[src/core/pmcc_map.vh]
// Register offsets, field positions, reset values and timing counts of the channel configuration block
`ifndef PMCC_MAP_VH
`define PMCC_MAP_VH

// ------------------------------------------------------------------
// Command codes (register offsets)
// ------------------------------------------------------------------
`define PMCC_OFS_CUR_SCALE   8'h38
`define PMCC_OFS_VCH_CFG     8'hD5
`define PMCC_OFS_TRACK_CFG   8'hD7
`define PMCC_OFS_EXC_CFG     8'hE2

// ------------------------------------------------------------------
// Field positions
// ------------------------------------------------------------------
`define PMCC_SCALE_MSB       14
`define PMCC_AUX_BUS_VOLTAGE_AVG_MSB    13
`define PMCC_AUX_BUS_VOLTAGE_AVG_LSB    10
`define PMCC_AUX_BUS_VOLTAGE_CT_MSB     9
`define PMCC_AUX_BUS_VOLTAGE_CT_LSB     7
`define PMCC_VBUS_AVG_MSB    6
`define PMCC_VBUS_AVG_LSB    3
`define PMCC_VBUS_CT_MSB     2
`define PMCC_VBUS_CT_LSB     0
`define PMCC_VCH_CFG_MSB     13
`define PMCC_TRACK_EN_BIT    0
`define PMCC_EXC_EN_BIT      0

// ------------------------------------------------------------------
// Reset values
// ------------------------------------------------------------------
`define PMCC_RST_CUR_SCALE   15'h0000
`define PMCC_RST_VCH_CFG     14'h0387
`define PMCC_RST_TRACK_EN    1'b0
`define PMCC_RST_EXC_EN      1'b0

// ------------------------------------------------------------------
// Arithmetic and timing
// ------------------------------------------------------------------
`define PMCC_MATH_SHIFT      11
`define PMCC_AVG_MAX_LOG2    12
`define PMCC_CLK_MHZ         100
`define PMCC_CONV_BASE_US    64
`define PMCC_EXC_TIME_NS     1000
`define PMCC_CLK_PERIOD_NS   10

`endif

[src/core/pmcc_channel_config.v]
// Channel configuration, current and power math, min/max tracking and diode temperature sequencing
`timescale 1ns/10ps
`include "pmcc_map.vh"

module pmcc_channel_config #(
  parameter CONV_BASE_CYC = `PMCC_CONV_BASE_US * `PMCC_CLK_MHZ  // Cycles of the 64us step
) (
  input  wire        CORE_CLK_I,       // Core clock, 100 MHz
  input  wire        RESETN_I,         // Async reset, active low
  input  wire        REG_WR_I,         // Register write strobe
  input  wire        REG_RD_I,         // Register read strobe
  input  wire [7:0]  REG_CMD_I,        // Command code
  input  wire [15:0] REG_WDATA_I,      // Write data
  output reg  [15:0] REG_RDATA_O,      // Read data
  output reg         REG_ACK_O,        // Access hit a mapped code
  input  wire        PRIM_VALID_I,     // New primary shunt/bus sample
  input  wire [15:0] SHUNT_DATA_I,     // Signed shunt sample
  input  wire [15:0] VBUS_DATA_I,      // Unsigned bus sample
  output reg  [15:0] CURRENT_RESULT_O, // Current result
  output reg  [15:0] POWER_RESULT_O,   // Power result
  output reg  [15:0] PEAK_MIN_O,       // Minimum tracked current
  output reg  [15:0] PEAK_MAX_O,       // Maximum tracked current
  output wire [3:0]  VBUS_AVG_O,       // Bus averaging code
  output wire [2:0]  VBUS_CT_O,        // Bus conversion-time code
  output wire [3:0]  AUX_BUS_VOLTAGE_AVG_O,       // Aux bus averaging code
  output wire [2:0]  AUX_BUS_VOLTAGE_CT_O,        // Aux bus conversion-time code
  output wire [19:0] VBUS_CONV_CYC_O,  // Bus conversion length in cycles
  output wire [19:0] AUX_BUS_VOLTAGE_CONV_CYC_O,  // Aux bus conversion length in cycles
  input  wire        TEMP_MODE_I,      // Mode logic selects temperature
  input  wire [3:0]  AUX_SHUNT_AVG_I,  // Aux shunt averaging code
  input  wire [2:0]  AUX_SHUNT_CT_I,   // Aux shunt conversion-time code
  input  wire [15:0] AUX_DIFF_I,       // Signed difference of held samples
  output reg         EXCITE_EN_O,      // Current source on
  output reg         EXCITE_HI_O,      // High current selected
  output reg         HOLD_LO_O,        // Hold sample at low current
  output reg         HOLD_HI_O,        // Hold sample at high current
  output reg  [15:0] TEMP_RESULT_O,    // Temperature result
  output reg         TEMP_VALID_O      // Result update pulse
);

  // ------------------------------------------------------------------
  // Local constants
  // ------------------------------------------------------------------
  // Worked out as integers, then cut to the counter widths on purpose
  localparam integer EXC_CYC_INT   = `PMCC_EXC_TIME_NS / `PMCC_CLK_PERIOD_NS;
  localparam [7:0]   EXC_CYC       = EXC_CYC_INT[7:0];
  localparam [7:0]   EXC_HALF      = EXC_CYC / 8'd2;
  localparam integer CONV_BASE_INT = CONV_BASE_CYC;
  localparam [19:0]  CONV_BASE     = CONV_BASE_INT[19:0];
  localparam [4:0] ST_IDLE = 5'h01;
  localparam [4:0] ST_LOW  = 5'h02;
  localparam [4:0] ST_HIGH = 5'h04;
  localparam [4:0] ST_CONV = 5'h08;
  localparam [4:0] ST_DONE = 5'h10;

  // Conversion length: codes 0..3 give 1x, 2x, 4x and 8x the base, 10x gives 16x and 11x gives 32x the base
  function [19:0] conv_cycles;
    input [2:0] code;
    begin
      if (code[2]) begin
        conv_cycles = code[1] ? (CONV_BASE << 5) : (CONV_BASE << 4);
      end else begin
        conv_cycles = CONV_BASE << code[1:0];
      end
    end
  endfunction

  // Averaging exponent: 11xx means 4096 samples
  function [3:0] avg_log2;
    input [3:0] code;
    begin
      avg_log2 = (code[3:2] == 2'b11) ? 4'd12 : code;
    end
  endfunction

  // ------------------------------------------------------------------
  // Registers
  // ------------------------------------------------------------------
  reg [14:0] cur_scale;
  reg [13:0] vch_cfg;
  reg        track_en;
  reg        exc_en;

  // Writes keep only implemented bits, so upper bits stay zero
  always @(posedge CORE_CLK_I or negedge RESETN_I) begin
    if (!RESETN_I) begin
      cur_scale <= `PMCC_RST_CUR_SCALE;
      vch_cfg   <= `PMCC_RST_VCH_CFG;
      track_en  <= `PMCC_RST_TRACK_EN;
      exc_en    <= `PMCC_RST_EXC_EN;
    end else if (REG_WR_I) begin
      case (REG_CMD_I)
        `PMCC_OFS_CUR_SCALE: cur_scale <= REG_WDATA_I[`PMCC_SCALE_MSB:0];
        `PMCC_OFS_VCH_CFG:   vch_cfg   <= REG_WDATA_I[`PMCC_VCH_CFG_MSB:0];
        `PMCC_OFS_TRACK_CFG: track_en  <= REG_WDATA_I[`PMCC_TRACK_EN_BIT];
        `PMCC_OFS_EXC_CFG:   exc_en    <= REG_WDATA_I[`PMCC_EXC_EN_BIT];
        default:             cur_scale <= cur_scale;
      endcase
    end
  end

  // Read mux, registered; unmapped codes answer zero with no ack
  always @(posedge CORE_CLK_I or negedge RESETN_I) begin
    if (!RESETN_I) begin
      REG_RDATA_O <= 16'h0000;
      REG_ACK_O   <= 1'b0;
    end else begin
      REG_ACK_O <= 1'b0;
      if (REG_WR_I || REG_RD_I) begin
        case (REG_CMD_I)
          `PMCC_OFS_CUR_SCALE: REG_ACK_O <= 1'b1;
          `PMCC_OFS_VCH_CFG:   REG_ACK_O <= 1'b1;
          `PMCC_OFS_TRACK_CFG: REG_ACK_O <= 1'b1;
          `PMCC_OFS_EXC_CFG:   REG_ACK_O <= 1'b1;
          default:             REG_ACK_O <= 1'b0;
        endcase
      end
      if (REG_RD_I) begin
        case (REG_CMD_I)
          `PMCC_OFS_CUR_SCALE: REG_RDATA_O <= {1'b0, cur_scale};
          `PMCC_OFS_VCH_CFG:   REG_RDATA_O <= {2'b00, vch_cfg};
          `PMCC_OFS_TRACK_CFG: REG_RDATA_O <= {15'h0000, track_en};
          `PMCC_OFS_EXC_CFG:   REG_RDATA_O <= {15'h0000, exc_en};
          default:             REG_RDATA_O <= 16'h0000;
        endcase
      end
    end
  end

  // ------------------------------------------------------------------
  // Voltage channel settings out to the front end
  // ------------------------------------------------------------------
  assign VBUS_AVG_O      = vch_cfg[`PMCC_VBUS_AVG_MSB:`PMCC_VBUS_AVG_LSB];
  assign VBUS_CT_O       = vch_cfg[`PMCC_VBUS_CT_MSB:`PMCC_VBUS_CT_LSB];
  assign AUX_BUS_VOLTAGE_AVG_O      = vch_cfg[`PMCC_AUX_BUS_VOLTAGE_AVG_MSB:`PMCC_AUX_BUS_VOLTAGE_AVG_LSB];
  assign AUX_BUS_VOLTAGE_CT_O       = vch_cfg[`PMCC_AUX_BUS_VOLTAGE_CT_MSB:`PMCC_AUX_BUS_VOLTAGE_CT_LSB];
  // Same decoding as the shunt channels
  assign VBUS_CONV_CYC_O = conv_cycles(VBUS_CT_O);
  assign AUX_BUS_VOLTAGE_CONV_CYC_O = conv_cycles(AUX_BUS_VOLTAGE_CT_O);

  // ------------------------------------------------------------------
  // Current and power math
  // ------------------------------------------------------------------
  // Shunt sample is sign-extended; scale is zero-extended as positive
  // Full-scale shunt input spans the whole signed sample, so the scale sets the step
  wire signed [31:0] cur_prod = $signed(SHUNT_DATA_I) * $signed({1'b0, cur_scale});
  wire signed [15:0] cur_val  = cur_prod[`PMCC_MATH_SHIFT+15:`PMCC_MATH_SHIFT];
  // Power uses the fresh current, so both results come from one sample
  wire signed [32:0] pwr_prod = cur_val * $signed({1'b0, VBUS_DATA_I});
  wire signed [15:0] pwr_val  = pwr_prod[`PMCC_MATH_SHIFT+15:`PMCC_MATH_SHIFT];

  // Results update on every sample; a zero scale forces zero products
  // Limitation: no overflow flag here, products beyond 16 bits simply wrap
  always @(posedge CORE_CLK_I or negedge RESETN_I) begin
    if (!RESETN_I) begin
      CURRENT_RESULT_O <= 16'h0000;
      POWER_RESULT_O   <= 16'h0000;
    end else if (PRIM_VALID_I) begin
      CURRENT_RESULT_O <= (cur_scale == 15'h0000) ? 16'h0000 : cur_val;
      POWER_RESULT_O   <= (cur_scale == 15'h0000) ? 16'h0000 : pwr_val;
    end
  end

  // ------------------------------------------------------------------
  // Min/max current tracking
  // ------------------------------------------------------------------
  reg track_first;

  // Disable clears both and rearms so the next result seeds them
  // Comparing the registered result lags one sample but keeps the multiplier off this path
  always @(posedge CORE_CLK_I or negedge RESETN_I) begin
    if (!RESETN_I) begin
      PEAK_MIN_O  <= 16'h0000;
      PEAK_MAX_O  <= 16'h0000;
      track_first <= 1'b1;
    end else if (!track_en) begin
      PEAK_MIN_O  <= 16'h0000;
      PEAK_MAX_O  <= 16'h0000;
      track_first <= 1'b1;
    end else if (PRIM_VALID_I) begin
      track_first <= 1'b0;
      if (track_first || ($signed(CURRENT_RESULT_O) < $signed(PEAK_MIN_O))) begin
        PEAK_MIN_O <= CURRENT_RESULT_O;
      end
      if (track_first || ($signed(CURRENT_RESULT_O) > $signed(PEAK_MAX_O))) begin
        PEAK_MAX_O <= CURRENT_RESULT_O;
      end
    end
  end

  // ------------------------------------------------------------------
  // Diode temperature sequencer
  // ------------------------------------------------------------------
  reg [4:0]         state;
  reg [19:0]        timer;
  reg [12:0]        samp_cnt;
  reg signed [27:0] acc;
  wire [3:0]        temp_log2 = avg_log2(AUX_SHUNT_AVG_I);
  wire [12:0]       samp_goal = 13'h0001 << temp_log2;
  wire signed [27:0] acc_next = acc + {{12{AUX_DIFF_I[15]}}, AUX_DIFF_I};
  wire signed [27:0] avg_val  = acc_next >>> temp_log2;
  // Aux settings are read live: change them only while the mode is off
  wire              temp_run = exc_en && TEMP_MODE_I;

  // Excitation alone only powers the source; the cycle needs mode 6 too
  // Dropping either condition aborts and clears the running average
  always @(posedge CORE_CLK_I or negedge RESETN_I) begin
    if (!RESETN_I) begin
      state         <= ST_IDLE;
      timer         <= 20'h00000;
      samp_cnt      <= 13'h0000;
      acc           <= 28'h0000000;
      EXCITE_EN_O   <= 1'b0;
      EXCITE_HI_O   <= 1'b0;
      HOLD_LO_O     <= 1'b0;
      HOLD_HI_O     <= 1'b0;
      TEMP_RESULT_O <= 16'h0000;
      TEMP_VALID_O  <= 1'b0;
    end else begin
      TEMP_VALID_O <= 1'b0;
      EXCITE_EN_O  <= exc_en;
      HOLD_LO_O    <= 1'b0;
      HOLD_HI_O    <= 1'b0;
      if (!temp_run) begin
        state       <= ST_IDLE;
        EXCITE_HI_O <= 1'b0;
        samp_cnt    <= 13'h0000;
        acc         <= 28'h0000000;
      end else begin
        case (state)
          ST_IDLE: begin
            state       <= ST_LOW;
            timer       <= {12'h000, EXC_HALF};
            EXCITE_HI_O <= 1'b0;
          end
          ST_LOW: begin
            if (timer == 20'h00001) begin
              HOLD_LO_O   <= 1'b1;
              EXCITE_HI_O <= 1'b1;
              timer       <= {12'h000, EXC_HALF};
              state       <= ST_HIGH;
            end else begin
              timer <= timer - 20'h00001;
            end
          end
          ST_HIGH: begin
            if (timer == 20'h00001) begin
              HOLD_HI_O   <= 1'b1;
              EXCITE_HI_O <= 1'b0;
              timer       <= conv_cycles(AUX_SHUNT_CT_I);
              state       <= ST_CONV;
            end else begin
              timer <= timer - 20'h00001;
            end
          end
          ST_CONV: begin
            if (timer == 20'h00001) begin
              state <= ST_DONE;
            end else begin
              timer <= timer - 20'h00001;
            end
          end
          ST_DONE: begin
            // Converter output is the held difference; average it
            state <= ST_IDLE;
            if (samp_cnt + 13'h0001 >= samp_goal) begin
              TEMP_RESULT_O <= avg_val[15:0];
              TEMP_VALID_O  <= 1'b1;
              samp_cnt      <= 13'h0000;
              acc           <= 28'h0000000;
            end else begin
              samp_cnt <= samp_cnt + 13'h0001;
              acc      <= acc_next;
            end
          end
          default: begin
            state <= ST_IDLE;
          end
        endcase
      end
    end
  end

endmodule

[config.mk]
export PLATFORM = sky130hd
export DESIGN_NAME = pmcc_channel_config
export DESIGN_NICKNAME = d
export VERILOG_FILES = /design/src/core/pmcc_channel_config.v
export VERILOG_INCLUDE_DIRS = /design/src /design/src/core
export SDC_FILE = /design/constraint.sdc
export NUM_CORES = 2
export LEC_CHECK = 0
export ABC_AREA = 1
export BUFFER_PORTS_ARGS = -buffer_cell sky130_fd_sc_hd__buf_4
export CAP_MARGIN = 15
export CORE_MARGIN = 3
export CORE_UTILIZATION = 55
export CTS_BUF_LIST = sky130_fd_sc_hd__clkbuf_2 sky130_fd_sc_hd__clkbuf_4 sky130_fd_sc_hd__clkbuf_8
export DETAILED_ROUTE_END_ITERATION = 7
export PLACE_DENSITY_LB_ADDON = 0.25
export RECOVER_POWER = 25
export SLEW_MARGIN = 20
export SYNTH_ARGS = -nofsm -noshare
export SYNTH_HDL_FRONTEND = slang
export SYNTH_SLANG_ARGS = --single-unit
[constraint.sdc]
create_clock -name CORE_CLK_I -period 14.7 [get_ports CORE_CLK_I]
set_input_delay 0.735 -clock CORE_CLK_I [delete_from_list [all_inputs] [get_ports CORE_CLK_I]]
set_output_delay 0.735 -clock CORE_CLK_I [all_outputs]
set_load 0.1 [all_outputs]
==> flow_metrics.env <==
export IMPL_cts_tree="yes"
export IMPL_critPathMaxStageDelay_ns=0.84
export IMPL_mostFrequentLayoutCells="nand2_1, inv_1, fa_1"
export IMPL_clk_pin_slew_ns=0.11
export IMPL_finalHoldViolations=0
export IMPL_netlist_area_mm2=0.0293
export IMPL_min_path_cells=2
export IMPL_grt_max_degree=88
export IMPL_cts_root_buf="clkbuf_8"
export IMPL_synth_top_area_share_pct=26.9
export IMPL_fmax_ghz=0.0846
export IMPL_clockBufferDepth=2
export IMPL_area_growth_pct=8.40
export IMPL_antenna_found_initial=3
export IMPL_vias=25300
export IMPL_status="finished with violations"
export IMPL_grt_pass1_wl_um=127000
export IMPL_final_nets=4800
export IMPL_grt_pass1_vias=25700
export IMPL_initial_core_util_pct=56.4
export IMPL_cp_required_ns=15.15
export IMPL_grt_overflow=0
export IMPL_drive_above_1_share_pct=7.82
export IMPL_yosysTopAreaCell="fa_1"
export IMPL_hold_end="track_first$_DFFE_PN1P_"
export IMPL_grt_use_total_pct=28.1
export IMPL_ios=241
export IMPL_clkSinkCount=199
export IMPL_portBuffers=218
export IMPL_die_w_um=237
export IMPL_slew_violations=144
export IMPL_wirelength_um=76500
export IMPL_layout_commonest_cell="nand2_1"
export IMPL_cp_data_arrival_time_ns=12.27
export IMPL_timing_reg2reg_worst_path_depth=44
export IMPL_vias_per_cell=5.29
export IMPL_postCtsSetupRepairBufs=0
export IMPL_htreeDepth=4
export IMPL_hpwlAfterDp_um=61400
export IMPL_slowest_stage="dfrtp_1"
export IMPL_tightest_slew_ns=5.10
export IMPL_synthDistinctLibCells=59
export IMPL_multi_input_area_mm2=0.0203
export IMPL_slew_headroom_pct=-240
export IMPL_syn_area_per_cell_um2=7.42
export IMPL_worstSetupEndpointType="register"
export IMPL_dp_slack_ns=2.93
export IMPL_drt_iter0_markers=1629
export IMPL_fill_cells=4821
export IMPL_dr_pass1_iters=6
export IMPL_finalSetupTns_ns=0
export IMPL_setup_ws_ns=2.88
export IMPL_clk_latency_ns=0.57
export IMPL_final_antenna_net_count=0
export IMPL_regToRegEndpoint="POWER_RESULT_O[9]$_DFFE_PN0P_"
export IMPL_setup_viol=0
export IMPL_maxCapViolations=2
export IMPL_rsz0062_at_grt="false"
export IMPL_wl_per_cell_um=16.0
export IMPL_synth_seq_cells=199
export IMPL_drc=0
export IMPL_regArea_mm2=0.00499
export IMPL_seq_area_frac_synth_pct=17.0
export IMPL_r2r_start="cur_scale[1]$_DFFE_PN0P_"
export IMPL_worst_setup_path_type="reg -> reg"
export IMPL_hp_class="in -> reg"
export IMPL_hold_path_startpoint="PRIM_VALID_I"
export IMPL_cts_buffers=17
export IMPL_fin_crit_sh_pct=80.4
export IMPL_cpMostUsedCell="nand2_1"
export IMPL_cts_resized=0
export IMPL_core_rowCount=83
export IMPL_final_setup_skew_ns=0.0209
export IMPL_cts_hold_buf=0
export IMPL_yosysWarnings=0
export IMPL_place_congestion=0.933
export IMPL_period_minus_slack_ns=11.82
export IMPL_violations="capacitance limit, slew limit"
export IMPL_crit_path_start_kind="register"
export IMPL_netlist_top_cells_area="fa_1, dfrtp_1, nand2_1"
export IMPL_r2r_setup_slack_ns=2.88
export IMPL_worstPathMaxFanout=17
export IMPL_die_height_um=237
export IMPL_netlist_instances=3950
export IMPL_dieArea_mm2=0.0561
export IMPL_core_area_mm2=0.0520
## cell families (layout without fill, tap and decap cells)
logic type	after synthesis	after routing	share of synthesized area, %
AND/OR/NAND/NOR	1578	1578	21.9
AO/OA/AOI/OAI	416	416	7.95
other	1	22	0.0128
adder cells (fa/ha/maj)	634	634	37.1
flip-flops	199	199	17.0
XOR/XNOR	63	63	1.88
buffers and inverters	1056	1180	14.0
multiplexers	3	3	0.107
## state kept, by name (all words and copies together), names as in the netlist, 16 cells and up
name              flops
acc                  28
timer                20
PEAK_MAX_O           16
CURRENT_RESULT_O     16
PEAK_MIN_O           16
POWER_RESULT_O       16
TEMP_RESULT_O        16
## layout make-up
class | instances | share of cell area, %
diodes | 1 | 0.00787
clock buffers | 19 | 0.823
clock inverters | 13 | 0.575
inverters | 912 | 10.8
multi-input cells | 2715 | 63.9
flip-flops and latches | 199 | 15.7
well taps | 680 | 2.68
repair buffers | 236 | 5.53
## Yosys cell counts (all sizes together)
library cell and n:
inv 907, o21a 4, nand2 1072, xor2 44
o22ai 23, and3 2, o32ai 1, a221oi 1
a22o 4, clkbuf 87, a211oi 4, o21ai 200
and2 4, nor2 243, a21oi 122, o221ai 1
nand2b 1, nand3b 2, o31ai 4, nand4 23
dfrtp 191, xnor2 19, a32o 5, o2111ai 1
conb 1, a41oi 2, a31oi 8, nand3 164
nor4 17, mux2 1, a21boi 4, dfstp 8
o41ai 1, ha 240, or2 15, o21bai 19
o211ai 3, nor3 35, fa 394, a21o 9
mux2i 2, clkinv 5, buf 57
## how the worst max path moves through the flow
stage                                        start                        endpoint  cells after the start
final                     cur_scale[1]$_DFFE_PN0P_   POWER_RESULT_O[9]$_DFFE_PN0P_                     44
after global routing      cur_scale[1]$_DFFE_PN0P_   POWER_RESULT_O[9]$_DFFE_PN0P_                     45
after floorplan                   SHUNT_DATA_I[10]  POWER_RESULT_O[15]$_DFFE_PN0P_                     49
after detailed placement          SHUNT_DATA_I[10]   POWER_RESULT_O[9]$_DFFE_PN0P_                     45
after global placement             SHUNT_DATA_I[7]   POWER_RESULT_O[9]$_DFFE_PN0P_                     47
after CTS                 cur_scale[1]$_DFFE_PN0P_   POWER_RESULT_O[9]$_DFFE_PN0P_                     44
## per-stage QoR
stage               util (%)  hold WS (ns)  cell area (um^2)  cells
finish                  61.1         0.357             31800   4775
floorplan                  -         0.374             29400   3970
global placement        60.3         0.397             31400   4742
CTS                     61.1         0.149             31800   4774
detailed placement      60.3         0.398             31400   4742
global route            61.1         0.335             31800   4774
## worst max-delay path: cells and delay by family, from the launching register on
kind	cells	cell delay, ns
AOI/OAI and AO/OA	6	1.25
adders and majority gates	14	6.80
buffers and inverters	8	0.95
DFF	1	0.84
and+or+nand+nor	16	1.81
## routing by layer
layer / part of all wire, % / track usage (%) / up-vias
met3: 7.9 / 6.03 / 147
met2: 48 / 47.8 / 888
met4: 2.9 / 8.89 / 4
li1: - / - / 12200
met5: 0.038 / 0 / -
met1: 41 / 35.9 / 12100
Power is left out: the tool's default activity adds up to more than one toggle a clock period on the data nets, which glitch-free logic cannot reach.
